===== src/pdt_pkg.sv =====
/*
  Package for the power-down activity timers: register indexes, field
  positions, time constants and shared types.
  Assumes a 50 MHz system clock and an 8-bit register port.
*/
package pdt_pkg;

  // Register indexes
  localparam logic [7:0] PDT_TMR0_IDX = 8'h60;
  localparam logic [7:0] PDT_TMR1_IDX = 8'h61;
  localparam logic [7:0] PDT_SYSEN_IDX = 8'h62;
  localparam logic [7:0] PDT_HKEN_IDX = 8'h65;
  localparam logic [7:0] PDT_PINACT_IDX = 8'h67;
  localparam logic [7:0] PDT_TRAPEN_IDX = 8'h69;
  localparam logic [7:0] PDT_SMICTL_IDX = 8'h71;
  localparam logic [7:0] PDT_STAT_IDX = 8'h72;
  localparam logic [7:0] PDT_PSTAT_IDX = 8'h73;
  localparam logic [7:0] PDT_STATE_IDX = 8'h74;
  localparam logic [7:0] PDT_TMR2_IDX = 8'h8D;
  localparam logic [7:0] PDT_RST_VAL = 8'h00;

  // Field positions
  localparam int PDT_SUSP_LSB = 5;
  localparam int PDT_STBY_LSB = 2;
  localparam int PDT_HK_LSB = 4;
  localparam int PDT_PER_LSB = 1;
  localparam int PDT_DOZE_LSB = 5;
  localparam int PDT_ACT_LSB = 1;
  localparam int PDT_HKACT_LSB = 5;
  localparam int PDT_PER_ACT_LSB = 3;

  // Status and SMI control bit positions
  localparam int PDT_B_DOZE = 7;
  localparam int PDT_B_STBY = 6;
  localparam int PDT_B_SUSP = 5;
  localparam int PDT_B_HKTO = 4;
  localparam int PDT_B_HKACT = 3;
  localparam int PDT_B_SYSACT = 2;
  localparam int PDT_B_PERTO = 1;
  localparam int PDT_B_TRAP = 0;

  // Time base: one tick per microsecond
  localparam logic [15:0] PDT_CLK_NS = 16'h0014;
  localparam logic [15:0] PDT_TICK_NS = 16'h03E8;
  localparam int PDT_TICK_DIV = int'(PDT_TICK_NS / PDT_CLK_NS);
  localparam logic [31:0] PDT_US_PER_MS = 32'h0000_03E8;
  localparam logic [31:0] PDT_US_PER_S = 32'h000F_4240;
  localparam logic [31:0] PDT_US_PER_MIN = 32'h0393_8700;

  typedef enum logic [2:0] {
    PDT_ON = 3'b000,
    PDT_DOZE = 3'b001,
    PDT_STBY = 3'b010,
    PDT_SUSP = 3'b011,
    PDT_HK_DOZE = 3'b100,
    PDT_HK_STBY = 3'b101
  } pdt_state_t;

  typedef struct packed {
    logic par;
    logic ser;
    logic keyboard_activity;
    logic fdc;
    logic hard_disk_activity;
  } pdt_per_t;

  typedef struct packed {
    logic drq;
    logic pcim;
    pdt_per_t per;
  } pdt_act_t;

  typedef struct packed {
    logic [15:0] addr;
    logic rd;
    logic wr;
  } pdt_io_t;

endpackage


===== src/pdt_down_timer.sv =====
/*
  Reloading down counter for one activity timer, counted in ticks.
  Assumes tick_in is a one-cycle enable on the same clock.
*/
`timescale 1ns/100ps
module pdt_down_timer
  import pdt_pkg::*;
(
  input wire logic mclk_in,
  input wire logic rst_in,
  input wire logic tick_in,
  input wire logic run_in,
  input wire logic load_in,
  input wire logic [31:0] period_in,
  output logic expire_out
);

  logic [31:0] cnt_r;
  logic expire_r;

  // Zero period holds the counter cleared
  always_ff @(posedge mclk_in or posedge rst_in) begin
    if (rst_in) begin
      cnt_r <= '0;
      expire_r <= 1'b0;
    end else begin
      expire_r <= 1'b0;
      if (period_in == '0) begin
        cnt_r <= '0;
      end else if (load_in || cnt_r == '0) begin
        cnt_r <= period_in;
      end else if (run_in && tick_in) begin
        if (cnt_r == 32'h0000_0001) begin
          expire_r <= 1'b1;
          cnt_r <= period_in;
        end else begin
          cnt_r <= cnt_r - 32'h0000_0001;
        end
      end
    end
  end

  assign expire_out = expire_r;
endmodule // pdt_down_timer


===== src/pdt_power_timers.sv =====
/*
  Power-down activity timers: activity decode, suspend, standby, doze,
  house-keeping and peripheral timers, power state and I/O trapping.
  Assumes decoded I/O cycles on the system clock and an 8-bit register
  port with read data one cycle after the read strobe.
*/
// The implementer's own choice: the address-and-strobe port.
// Functional notes
// Peripheral activity never restarts peripheral timer
// Peripheral expiry interrupts only for idle peripherals
// Trap accesses to powered-down peripherals, hold
// Transparent mode: auto doze/standby, never suspend
// No house-keeping entry from suspend
// DMA activity on rising hold request
// Bus master activity on falling request line
// Parallel port address ranges flag activity
// Serial port address ranges flag activity
// Keyboard addresses flag activity
// Floppy addresses flag activity
// Hard disk addresses or IDE mastering
// Suspend field selects four to 64 minutes
// System activity restarts power-down timers
// Suspend counts while enabled, flag clear
// Standby field selects two to 16 minutes
// Standby counts while enabled, flag clear
// House-keeping field selects excursion length
// House-keeping counts only in excursion, restarts
// System activity in excursion acts as doze
// Peripheral field selects 8 to 512 seconds
// Doze field code one is 50 ms
// Doze counts while enabled; longer codes
// Doze control bit picks interrupt or auto
// Prescaled tick; zero field clears timer
`timescale 1ns/100ps
module pdt_power_timers
  import pdt_pkg::*;
#(
  parameter int TICK_DIV = PDT_TICK_DIV
) (
  input wire logic mclk_in,
  input wire logic rst_in,
  input wire logic [7:0] reg_addr_in,
  input wire logic [7:0] reg_wdata_in,
  input wire logic reg_wr_in,
  input wire logic reg_rd_in,
  output logic [7:0] reg_rdata_out,
  input wire pdt_io_t io_cyc_in,
  input wire logic hold_req_in,
  input wire logic [2:0] bus_master_request_lines_n_in,
  input wire logic ide_master_in,
  output logic smi_out,
  output logic io_hold_out,
  output logic [2:0] power_state_out,
  output logic cpu_clk_slow_out
);

  function automatic logic in_rng(input logic [15:0] a, input logic [15:0] lo,
                                  input logic [15:0] hi);
    return (a >= lo) && (a <= hi);
  endfunction

  function automatic pdt_per_t decode_io(input logic [15:0] a);
    pdt_per_t p;
    p.par = in_rng(a, 16'h0378, 16'h037F) || in_rng(a, 16'h0278, 16'h027F) ||
            in_rng(a, 16'h03BC, 16'h03BF);
    p.ser = in_rng(a, 16'h03F8, 16'h03FF) || in_rng(a, 16'h02F8, 16'h02FF) ||
            in_rng(a, 16'h03E8, 16'h03EF) || in_rng(a, 16'h02E8, 16'h02EF);
    p.keyboard_activity = (a == 16'h0060) || (a == 16'h0062) || (a == 16'h0064) ||
            (a == 16'h0066);
    p.fdc = (a == 16'h03F2) || (a == 16'h03F4) || (a == 16'h03F5) ||
            (a == 16'h03F7);
    p.hard_disk_activity = in_rng(a, 16'h0170, 16'h0177) || (a == 16'h0376) ||
            in_rng(a, 16'h01F0, 16'h01F7) || (a == 16'h03F6);
    return p;
  endfunction

  function automatic logic [31:0] susp_ticks(input logic [2:0] c);
    logic [7:0] m;
    unique case (c)
      3'h1: m = 8'h04;
      3'h2: m = 8'h08;
      3'h3: m = 8'h0C;
      3'h4: m = 8'h10;
      3'h5: m = 8'h20;
      3'h6: m = 8'h30;
      3'h7: m = 8'h40;
      default: m = 8'h00;
    endcase
    return 32'(m * PDT_US_PER_MIN);
  endfunction

  function automatic logic [31:0] stby_ticks(input logic [2:0] c);
    logic [7:0] m;
    unique case (c)
      3'h2: m = 8'h02;
      3'h3: m = 8'h04;
      3'h4: m = 8'h06;
      3'h5: m = 8'h08;
      3'h6: m = 8'h0C;
      3'h7: m = 8'h10;
      default: m = 8'h00;
    endcase
    return 32'(m * PDT_US_PER_MIN);
  endfunction

  function automatic logic [31:0] hk_ticks(input logic [2:0] c);
    logic [31:0] t;
    unique case (c)
      3'h1: t = 32'h0000_0040;
      3'h2: t = 32'h0000_0080;
      3'h3: t = 32'h0000_0100;
      3'h5: t = 32'(32'h4 * PDT_US_PER_MS);
      3'h6: t = 32'(32'h10 * PDT_US_PER_MS);
      3'h7: t = 32'(32'h20 * PDT_US_PER_MS);
      default: t = 32'h0000_0000;
    endcase
    return t;
  endfunction

  function automatic logic [31:0] per_ticks(input logic [2:0] c);
    logic [31:0] t;
    t = (c == 3'h0) ? 32'h0 : 32'(PDT_US_PER_S << (32'(c) + 32'h2));
    return t;
  endfunction

  function automatic logic [31:0] doze_ticks(input logic [2:0] c);
    logic [31:0] t;
    unique case (c)
      3'h1: t = 32'(32'h32 * PDT_US_PER_MS);
      3'h2: t = 32'(32'h64 * PDT_US_PER_MS);
      3'h3: t = 32'(32'h1F4 * PDT_US_PER_MS);
      3'h5: t = 32'(32'h4 * PDT_US_PER_S);
      3'h6: t = 32'(32'h8 * PDT_US_PER_S);
      3'h7: t = 32'(32'h10 * PDT_US_PER_S);
      default: t = 32'h0000_0000;
    endcase
    return t;
  endfunction

  logic [7:0] tmr0_r, tmr1_r, tmr2_r, sysen_r, hken_r, pinact_r;
  logic [7:0] trapen_r, smictl_r, stat_r, pstat_r, rdata_r;
  pdt_state_t state_r, state_nxt;
  logic smi_r, hold_r, slow_r;
  logic [2:0] hold_s1_r, hold_s2_r, hold_d_r;
  logic [2:0] bm_s1_r, bm_s2_r, bm_d_r;
  pdt_per_t seen_r;
  logic [15:0] div_r;
  logic tick_r;

  // Pin synchronisers; stage one feeds stage two only
  always_ff @(posedge mclk_in or posedge rst_in) begin
    if (rst_in) begin
      hold_s1_r <= '0;
      hold_s2_r <= '0;
      hold_d_r <= '0;
      bm_s1_r <= 3'h7;
      bm_s2_r <= 3'h7;
      bm_d_r <= 3'h7;
    end else begin
      hold_s1_r <= {2'h0, hold_req_in};
      hold_s2_r <= hold_s1_r;
      hold_d_r <= hold_s2_r;
      bm_s1_r <= bus_master_request_lines_n_in;
      bm_s2_r <= bm_s1_r;
      bm_d_r <= bm_s2_r;
    end
  end

  pdt_act_t act;
  pdt_per_t io_hit;
  logic io_act, sys_act, hk_act, in_pd, in_hk, per_exp;
  logic doze_exp, stby_exp, susp_exp, hk_exp;
  logic [7:0] stat_set, pinact_now;

  always_comb begin
    io_act = io_cyc_in.rd || io_cyc_in.wr;
    io_hit = io_act ? decode_io(io_cyc_in.addr) : '0;
    act.drq = hold_s2_r[0] && !hold_d_r[0];
    act.pcim = |(bm_d_r & ~bm_s2_r);
    act.per = io_hit;
    act.per.hard_disk_activity = io_hit.hard_disk_activity || ide_master_in;
  end

  assign sys_act = |(act & sysen_r[7:PDT_ACT_LSB]);
  assign in_pd = (state_r == PDT_DOZE) || (state_r == PDT_STBY);
  assign in_hk = (state_r == PDT_HK_DOZE) || (state_r == PDT_HK_STBY);
  // Excursions only from doze or standby, never suspend
  assign hk_act = (in_pd || in_hk) &&
    |({act.drq, act.pcim, act.per.keyboard_activity} & hken_r[7:PDT_HKACT_LSB]);

  // Prescaled microsecond tick
  always_ff @(posedge mclk_in or posedge rst_in) begin
    if (rst_in) begin
      div_r <= '0;
      tick_r <= 1'b0;
    end else begin
      tick_r <= (div_r == 16'(TICK_DIV - 1));
      div_r <= (div_r == 16'(TICK_DIV - 1)) ? '0 : div_r + 16'h0001;
    end
  end

  pdt_down_timer u_susp (.mclk_in(mclk_in), .rst_in(rst_in), .tick_in(tick_r),
    .run_in(!stat_r[PDT_B_SUSP]), .load_in(sys_act),
    .period_in(susp_ticks(tmr0_r[PDT_SUSP_LSB +: 3])), .expire_out(susp_exp));
  pdt_down_timer u_stby (.mclk_in(mclk_in), .rst_in(rst_in), .tick_in(tick_r),
    .run_in(!stat_r[PDT_B_STBY]), .load_in(sys_act),
    .period_in(stby_ticks(tmr0_r[PDT_STBY_LSB +: 3])), .expire_out(stby_exp));
  pdt_down_timer u_doze (.mclk_in(mclk_in), .rst_in(rst_in), .tick_in(tick_r),
    .run_in(!stat_r[PDT_B_DOZE]), .load_in(sys_act),
    .period_in(doze_ticks(tmr2_r[PDT_DOZE_LSB +: 3])), .expire_out(doze_exp));
  pdt_down_timer u_hk (.mclk_in(mclk_in), .rst_in(rst_in), .tick_in(tick_r),
    .run_in(in_hk), .load_in(hk_act || !in_hk),
    .period_in(hk_ticks(tmr1_r[PDT_HK_LSB +: 3])), .expire_out(hk_exp));
  // Peripheral timer is never reloaded by activity
  pdt_down_timer u_per (.mclk_in(mclk_in), .rst_in(rst_in), .tick_in(tick_r),
    .run_in(1'b1), .load_in(1'b0),
    .period_in(per_ticks(tmr1_r[PDT_PER_LSB +: 3])), .expire_out(per_exp));

  // Peripherals seen during the current period
  always_ff @(posedge mclk_in or posedge rst_in) begin
    if (rst_in) begin
      seen_r <= '0;
    end else begin
      seen_r <= per_exp ? act.per : (seen_r | act.per);
    end
  end

  assign pinact_now = {pinact_r[7:PDT_PER_ACT_LSB] & ~(seen_r | act.per),
                       {PDT_PER_ACT_LSB{1'b0}}};

  always_comb begin
    stat_set = '0;
    stat_set[PDT_B_DOZE] = doze_exp;
    stat_set[PDT_B_STBY] = stby_exp;
    stat_set[PDT_B_SUSP] = susp_exp;
    stat_set[PDT_B_HKTO] = hk_exp && in_hk && smictl_r[PDT_B_HKTO];
    stat_set[PDT_B_HKACT] = hk_act && smictl_r[PDT_B_HKACT];
    stat_set[PDT_B_SYSACT] = sys_act && (in_pd || in_hk) && smictl_r[PDT_B_SYSACT];
    stat_set[PDT_B_PERTO] = per_exp && (|pinact_now);
    stat_set[PDT_B_TRAP] = |(io_hit & trapen_r[7:PDT_PER_ACT_LSB]);
  end

  // Power state transitions
  always_comb begin
    state_nxt = state_r;
    unique case (state_r)
      PDT_ON: begin
        if (stby_exp && !smictl_r[PDT_B_STBY]) begin
          state_nxt = PDT_STBY;
        end else if (doze_exp && !smictl_r[PDT_B_DOZE]) begin
          state_nxt = PDT_DOZE;
        end
      end
      PDT_DOZE, PDT_STBY: begin
        if (sys_act && !smictl_r[PDT_B_SYSACT]) begin
          state_nxt = PDT_ON;
        end else if (hk_act && !smictl_r[PDT_B_HKACT] &&
                     hk_ticks(tmr1_r[PDT_HK_LSB +: 3]) != '0) begin
          state_nxt = (state_r == PDT_DOZE) ? PDT_HK_DOZE : PDT_HK_STBY;
        end else if (state_r == PDT_DOZE && stby_exp && !smictl_r[PDT_B_STBY]) begin
          state_nxt = PDT_STBY;
        end
      end
      PDT_HK_DOZE, PDT_HK_STBY: begin
        if (sys_act && !smictl_r[PDT_B_SYSACT]) begin
          state_nxt = PDT_ON;
        end else if (hk_exp && !smictl_r[PDT_B_HKTO]) begin
          state_nxt = (state_r == PDT_HK_DOZE) ? PDT_DOZE : PDT_STBY;
        end
      end
      PDT_SUSP: state_nxt = PDT_SUSP;
      default: state_nxt = PDT_ON;
    endcase
    // Only software moves the state into suspend
    if (reg_wr_in && reg_addr_in == PDT_STATE_IDX) begin
      state_nxt = pdt_state_t'(reg_wdata_in[2:0]);
    end
  end

  always_ff @(posedge mclk_in or posedge rst_in) begin
    if (rst_in) begin
      state_r <= PDT_ON;
    end else begin
      state_r <= state_nxt;
    end
  end

  // Software-written control registers
  always_ff @(posedge mclk_in or posedge rst_in) begin
    if (rst_in) begin
      tmr0_r <= PDT_RST_VAL;
      tmr1_r <= PDT_RST_VAL;
      tmr2_r <= PDT_RST_VAL;
      sysen_r <= PDT_RST_VAL;
      hken_r <= PDT_RST_VAL;
      pinact_r <= PDT_RST_VAL;
      trapen_r <= PDT_RST_VAL;
      smictl_r <= PDT_RST_VAL;
    end else if (reg_wr_in) begin
      unique case (reg_addr_in)
        PDT_TMR0_IDX: tmr0_r <= reg_wdata_in & 8'hFC;
        PDT_TMR1_IDX: tmr1_r <= reg_wdata_in & 8'h7E;
        PDT_TMR2_IDX: tmr2_r <= reg_wdata_in & 8'hE0;
        PDT_SYSEN_IDX: sysen_r <= reg_wdata_in & 8'hFE;
        PDT_HKEN_IDX: hken_r <= reg_wdata_in & 8'hE0;
        PDT_PINACT_IDX: pinact_r <= reg_wdata_in & 8'hF8;
        PDT_TRAPEN_IDX: trapen_r <= reg_wdata_in & 8'hF8;
        PDT_SMICTL_IDX: smictl_r <= reg_wdata_in & 8'hFC;
        default: ;
      endcase
    end
  end

  // Sticky status; a set wins over a write-one clear
  always_ff @(posedge mclk_in or posedge rst_in) begin
    if (rst_in) begin
      stat_r <= PDT_RST_VAL;
      pstat_r <= PDT_RST_VAL;
    end else begin
      stat_r <= (stat_r & ~((reg_wr_in && reg_addr_in == PDT_STAT_IDX) ?
                reg_wdata_in : 8'h00)) | stat_set;
      pstat_r <= (pstat_r & ~((reg_wr_in && reg_addr_in == PDT_PSTAT_IDX) ?
                 reg_wdata_in : 8'h00)) | (per_exp ? pinact_now : 8'h00);
    end
  end

  // Outputs
  always_ff @(posedge mclk_in or posedge rst_in) begin
    if (rst_in) begin
      smi_r <= 1'b0;
      hold_r <= 1'b0;
      slow_r <= 1'b0;
    end else begin
      smi_r <= |((stat_set | stat_r) & (smictl_r | 8'h0F));
      hold_r <= stat_set[PDT_B_TRAP] || (hold_r && stat_r[PDT_B_TRAP]);
      slow_r <= (state_nxt == PDT_DOZE) || (state_nxt == PDT_STBY);
    end
  end

  always_ff @(posedge mclk_in or posedge rst_in) begin
    if (rst_in) begin
      rdata_r <= PDT_RST_VAL;
    end else if (reg_rd_in) begin
      unique case (reg_addr_in)
        PDT_TMR0_IDX: rdata_r <= tmr0_r;
        PDT_TMR1_IDX: rdata_r <= tmr1_r;
        PDT_TMR2_IDX: rdata_r <= tmr2_r;
        PDT_SYSEN_IDX: rdata_r <= sysen_r;
        PDT_HKEN_IDX: rdata_r <= hken_r;
        PDT_PINACT_IDX: rdata_r <= pinact_r;
        PDT_TRAPEN_IDX: rdata_r <= trapen_r;
        PDT_SMICTL_IDX: rdata_r <= smictl_r;
        PDT_STAT_IDX: rdata_r <= stat_r;
        PDT_PSTAT_IDX: rdata_r <= pstat_r;
        PDT_STATE_IDX: rdata_r <= {5'h00, state_r};
        default: rdata_r <= PDT_RST_VAL;
      endcase
    end else begin
      rdata_r <= PDT_RST_VAL;
    end
  end

  assign reg_rdata_out = rdata_r;
  assign smi_out = smi_r;
  assign io_hold_out = hold_r;
  assign power_state_out = state_r;
  assign cpu_clk_slow_out = slow_r;
endmodule // pdt_power_timers


===== config.mk =====
export PLATFORM = sky130hd
export DESIGN_NAME = pdt_power_timers
export DESIGN_NICKNAME = d
export VERILOG_FILES = /design/src/pdt_pkg.sv /design/src/pdt_down_timer.sv /design/src/pdt_power_timers.sv
export SDC_FILE = /design/constraint.sdc
export NUM_CORES = 1
export LEC_CHECK = 0
export BUFFER_PORTS_ARGS = -buffer_cell sky130_fd_sc_hd__clkbuf_2
export CAP_MARGIN = 20
export CORE_AREA = 2 2 179 181
export CTS_CLUSTER_SIZE = 10
export DETAILED_ROUTE_END_ITERATION = 10
export DIE_AREA = 0 0 181 183
export GPL_ROUTABILITY_DRIVEN = 0
export PLACE_DENSITY = 0.76
export SYNTH_ARGS = -nofsm -noshare
export SYNTH_HDL_FRONTEND = slang
export SYNTH_SLANG_ARGS = --single-unit

===== constraint.sdc =====
create_clock -name mclk_in -period 18.13 [get_ports mclk_in]
set_input_delay 1.813 -clock mclk_in [delete_from_list [all_inputs] [get_ports mclk_in]]
set_output_delay 1.813 -clock mclk_in [all_outputs]
set_load 0.1 [all_outputs]

==> flow_summary.ini <==
[timing]
period_needed_ns = 5.696
setup_slack_ns = 12.43
maxSlewViolCount = 0
worst_pin_slew_ns = 1.068
fmax_mhz = 175.6
slew_headroom_pct = 28.58
finalClockSkew_ns = 0.01832
rsz0062_at_grt = no
timing_hold_violations_final = 0
fin_setup_tns_ns = 0
setup_violations = 0
timing.final.crit_share_pct = 31.42

[critical_path]
cp_data_required_time_ns = 18.50
worstPathMaxFanout = 33
critPathMostFrequentCell = ha_1
path_cells = xor2_1 -> and2_1 -> inv_1 -> fa_1 -> ha_1 -> ha_1 -> ha_1 -> ha_1 -> inv_1 -> fa_1 -> nor2b_1 -> o211ai_1 -> a2111oi_2 -> nor2_1 -> nor4b_1 -> nor3_1 -> nor4_4 -> buf_4 -> a211oi_1
critical_path.endpoint_type = flop
start_kind = flop
slowest_stage = a2111oi_2
crit_type = flop to flop
cp.arrival_ns = 6.07
critPathTopFamily = adder cells
max_stage_delay_ns = 0.60
critPathBufInv = 3

[run_status]
status = completed

[logic_synthesis]
synth-edff-count = 0
ys_ff_latch = 270
async_flop_share_pct = 100.0
synthDistinctLibCells = 89
yosys.area.top_type_share_pct = 35.53
yosysSeqAreaShare_pct = 36.81
yosys.area.top_type = dfrtp_1
synthFlopType = dfrtp_1
synth_area_leaders = dfrtp_1 36%, ha_1 6.1%, o21ai_0 5.3%
synth_area_um2 = 18380
syn_avg_cell_area_um2 = 8.460
synthCells = 2173
synth_common_cells = 261 x dfrtp_1, 230 x nor2_1, 194 x nand2_1, 194 x o21ai_0, 139 x a21oi_1
synth_nets = 2312
yosysWarnings = 0
synth.most_common_cell = dfrtp_1

[detailed_routing]
ant_nets = 0
wl_per_cell_um = 19.10
via_per_inst = 6.619
drtIter0Drc = 2060
dr.pass1.iters = 8
routed_wl_um = 49330
drc_errors = 0
vias = 17100

[grt]
gr-usage-all-layers_pct = 30.04
grt_pass1_wl_um = 82620
grt_antenna_before_repair = 1
overflow = 0
grt_start_max_net_pins = 117
grt_pass1_vias = 16070

[floorplanning]
die_h_um = 183
start_util_pct = 58.87
die_x_um = 181
rows = 65
coreArea_um2 = 31230
dieArea_um2 = 33120
io-pin-count = 57

[final_layout]
regArea_um2 = 6768
drive_above_1_share_pct = 10.14
multi_input_area_um2 = 10880
fill_cells = 2647
nNetsFinal = 2299
final_cells = 2583
syn2layout_area_growth_pct = 7.922

[pwr]
power_density_nw_per_um2 = 190.2
ir_drop_v = 0.0001396
leakagePower_nw = 9.128

[clock_tree]
clk_latency_ns = 0.52
ctsHtreeMaxLevel = 2
clockBufferDepth = 3
ctsHoldBuffers = 0
cts_tree = built
clock_sinks = 270
cts_buffers = 35
postCtsSetupRepairBufs = 0
path_clk_slew_ns = 0.06
cts_root_buffer = clkbuf_16
post_cts_resized = 0

[placed_design]
post-place-ws_ns = 12.47
place_inst = 2523
io_buffer_count = 56
dp_hpwl_um = 34820

[worst_hold_path]
hp-class = flop to flop

[job]
cap_viol_max_count = 0
cell usage in the layout, fill, tap and decap left out, types with 22 or more instances in the layout:
master | Yosys | layout
dfrtp_1 | 261 | 261
nor2_1 | 230 | 230
nand2_1 | 194 | 194
o21ai_0 | 194 | 194
a21oi_1 | 139 | 139
nor3_1 | 123 | 121
ha_1 | 89 | 89
inv_1 | 62 | 61
clkbuf_2 | 0 | 56
mux2_2 | 54 | 54
nand3_1 | 50 | 50
a22oi_1 | 47 | 47
nor4_1 | 47 | 47
and3_1 | 37 | 37
clkbuf_16 | 0 | 35
xnor2_1 | 33 | 33
a31oi_1 | 32 | 32
nand4_1 | 28 | 28
nand2b_1 | 28 | 28
a21o_1 | 27 | 27
or3_1 | 24 | 24
nor2b_1 | 22 | 22
final timing paths:
| check | start | endpoint | slack [ns] | cells past startpoint |
|---|---|---|---|---|
| max | tmr0_r[5] | u_susp.cnt_r[10] | 12.43 | 19 |
| min | bm_s1_r[1] | bm_s2_r[1] | 0.35 | 0 |
| max reg2reg | tmr0_r[5] | u_susp.cnt_r[10] | 12.43 | 19 |
| min reg2reg | bm_s1_r[1] | bm_s2_r[1] | 0.35 | 0 |
| max in group asynchronous | rst_in | u_doze.cnt_r[7] | 14.54 | 5 |
| min in group asynchronous | rst_in | u_per.cnt_r[8] | 1.42 | 2 |
area by class of cell:
| cell class | count | share of cell area [%] |
|---|---|---|
| tap | 402 | 2.535 |
| multi-input combinational | 1717 | 54.83 |
| clock inverter | 8 | 0.2775 |
| timing repair buffer | 74 | 2.195 |
| clock buffer | 49 | 4.831 |
| inverter | 62 | 1.211 |
| sequential | 270 | 34.11 |
| antenna | 1 | 0.01261 |
per-stage QoR:
step	cell area (um^2)	utilization, %	total power, mW	hold WS [ns]
after floorplan	18380	-	2.643	0.3312
after global placement	18790	60.16	3.030	0.3366
after detailed placement	18790	60.16	3.090	0.3410
after CTS	19800	63.41	3.730	0.3428
after global routing	19840	63.52	4.081	0.3547
final	19840	63.53	3.773	0.3461
routing by layer:
| layer | GRT usage, % | up-vias | wire (um) |
|---|---|---|---|
| li1 | - | 7969 | - |
| met3 | 4.210 | 120 | 3879 |
| met2 | 47.75 | 755 | 22460 |
| met5 | 0 | - | 9 |
| met1 | 42.78 | 8251 | 21640 |
| met4 | 9.528 | 2 | 1340 |
worst register-to-register path, cell delays in order (launching register included):
cell	delay [ns]
dfrtp_1	0.48
xor2_1	0.17
and2_1	0.28
inv_1	0.12
fa_1	0.47
ha_1	0.32
ha_1	0.32
ha_1	0.31
ha_1	0.25
inv_1	0.08
fa_1	0.40
nor2b_1	0.18
o211ai_1	0.19
a2111oi_2	0.60
nor2_1	0.17
nor4b_1	0.37
nor3_1	0.14
nor4_4	0.26
buf_4	0.38
a211oi_1	0.10
registers in the layout, indices dropped and copies added (netlist names), 16 cells and up:
| name | flops |
|---|---|
| u_per.cnt_r | 32 |
| u_stby.cnt_r | 32 |
| u_susp.cnt_r | 32 |
| u_hk.cnt_r | 32 |
| u_doze.cnt_r | 32 |
| div_r | 16 |
kinds of logic after synthesis:
kind of cell	share of synthesized area, %
AOI/OAI and AO/OA	20.78
buffers and inverters	4.070
adders and majority gates	6.820
DFF	36.81
xor gates and xnor gates	2.477
muxes	4.342
and+or+nand+nor	24.70
where the power goes:
part / total [mW] / switching (mW) / internal (mW)
clock: 0.626 / 0.259 / 0.368
combinational: 2.35 / 1.57 / 0.783
sequential: 0.797 / 0.0998 / 0.698
total: 3.77 / 1.92 / 1.85
Note: power is estimated with default switching activity, not from simulation.
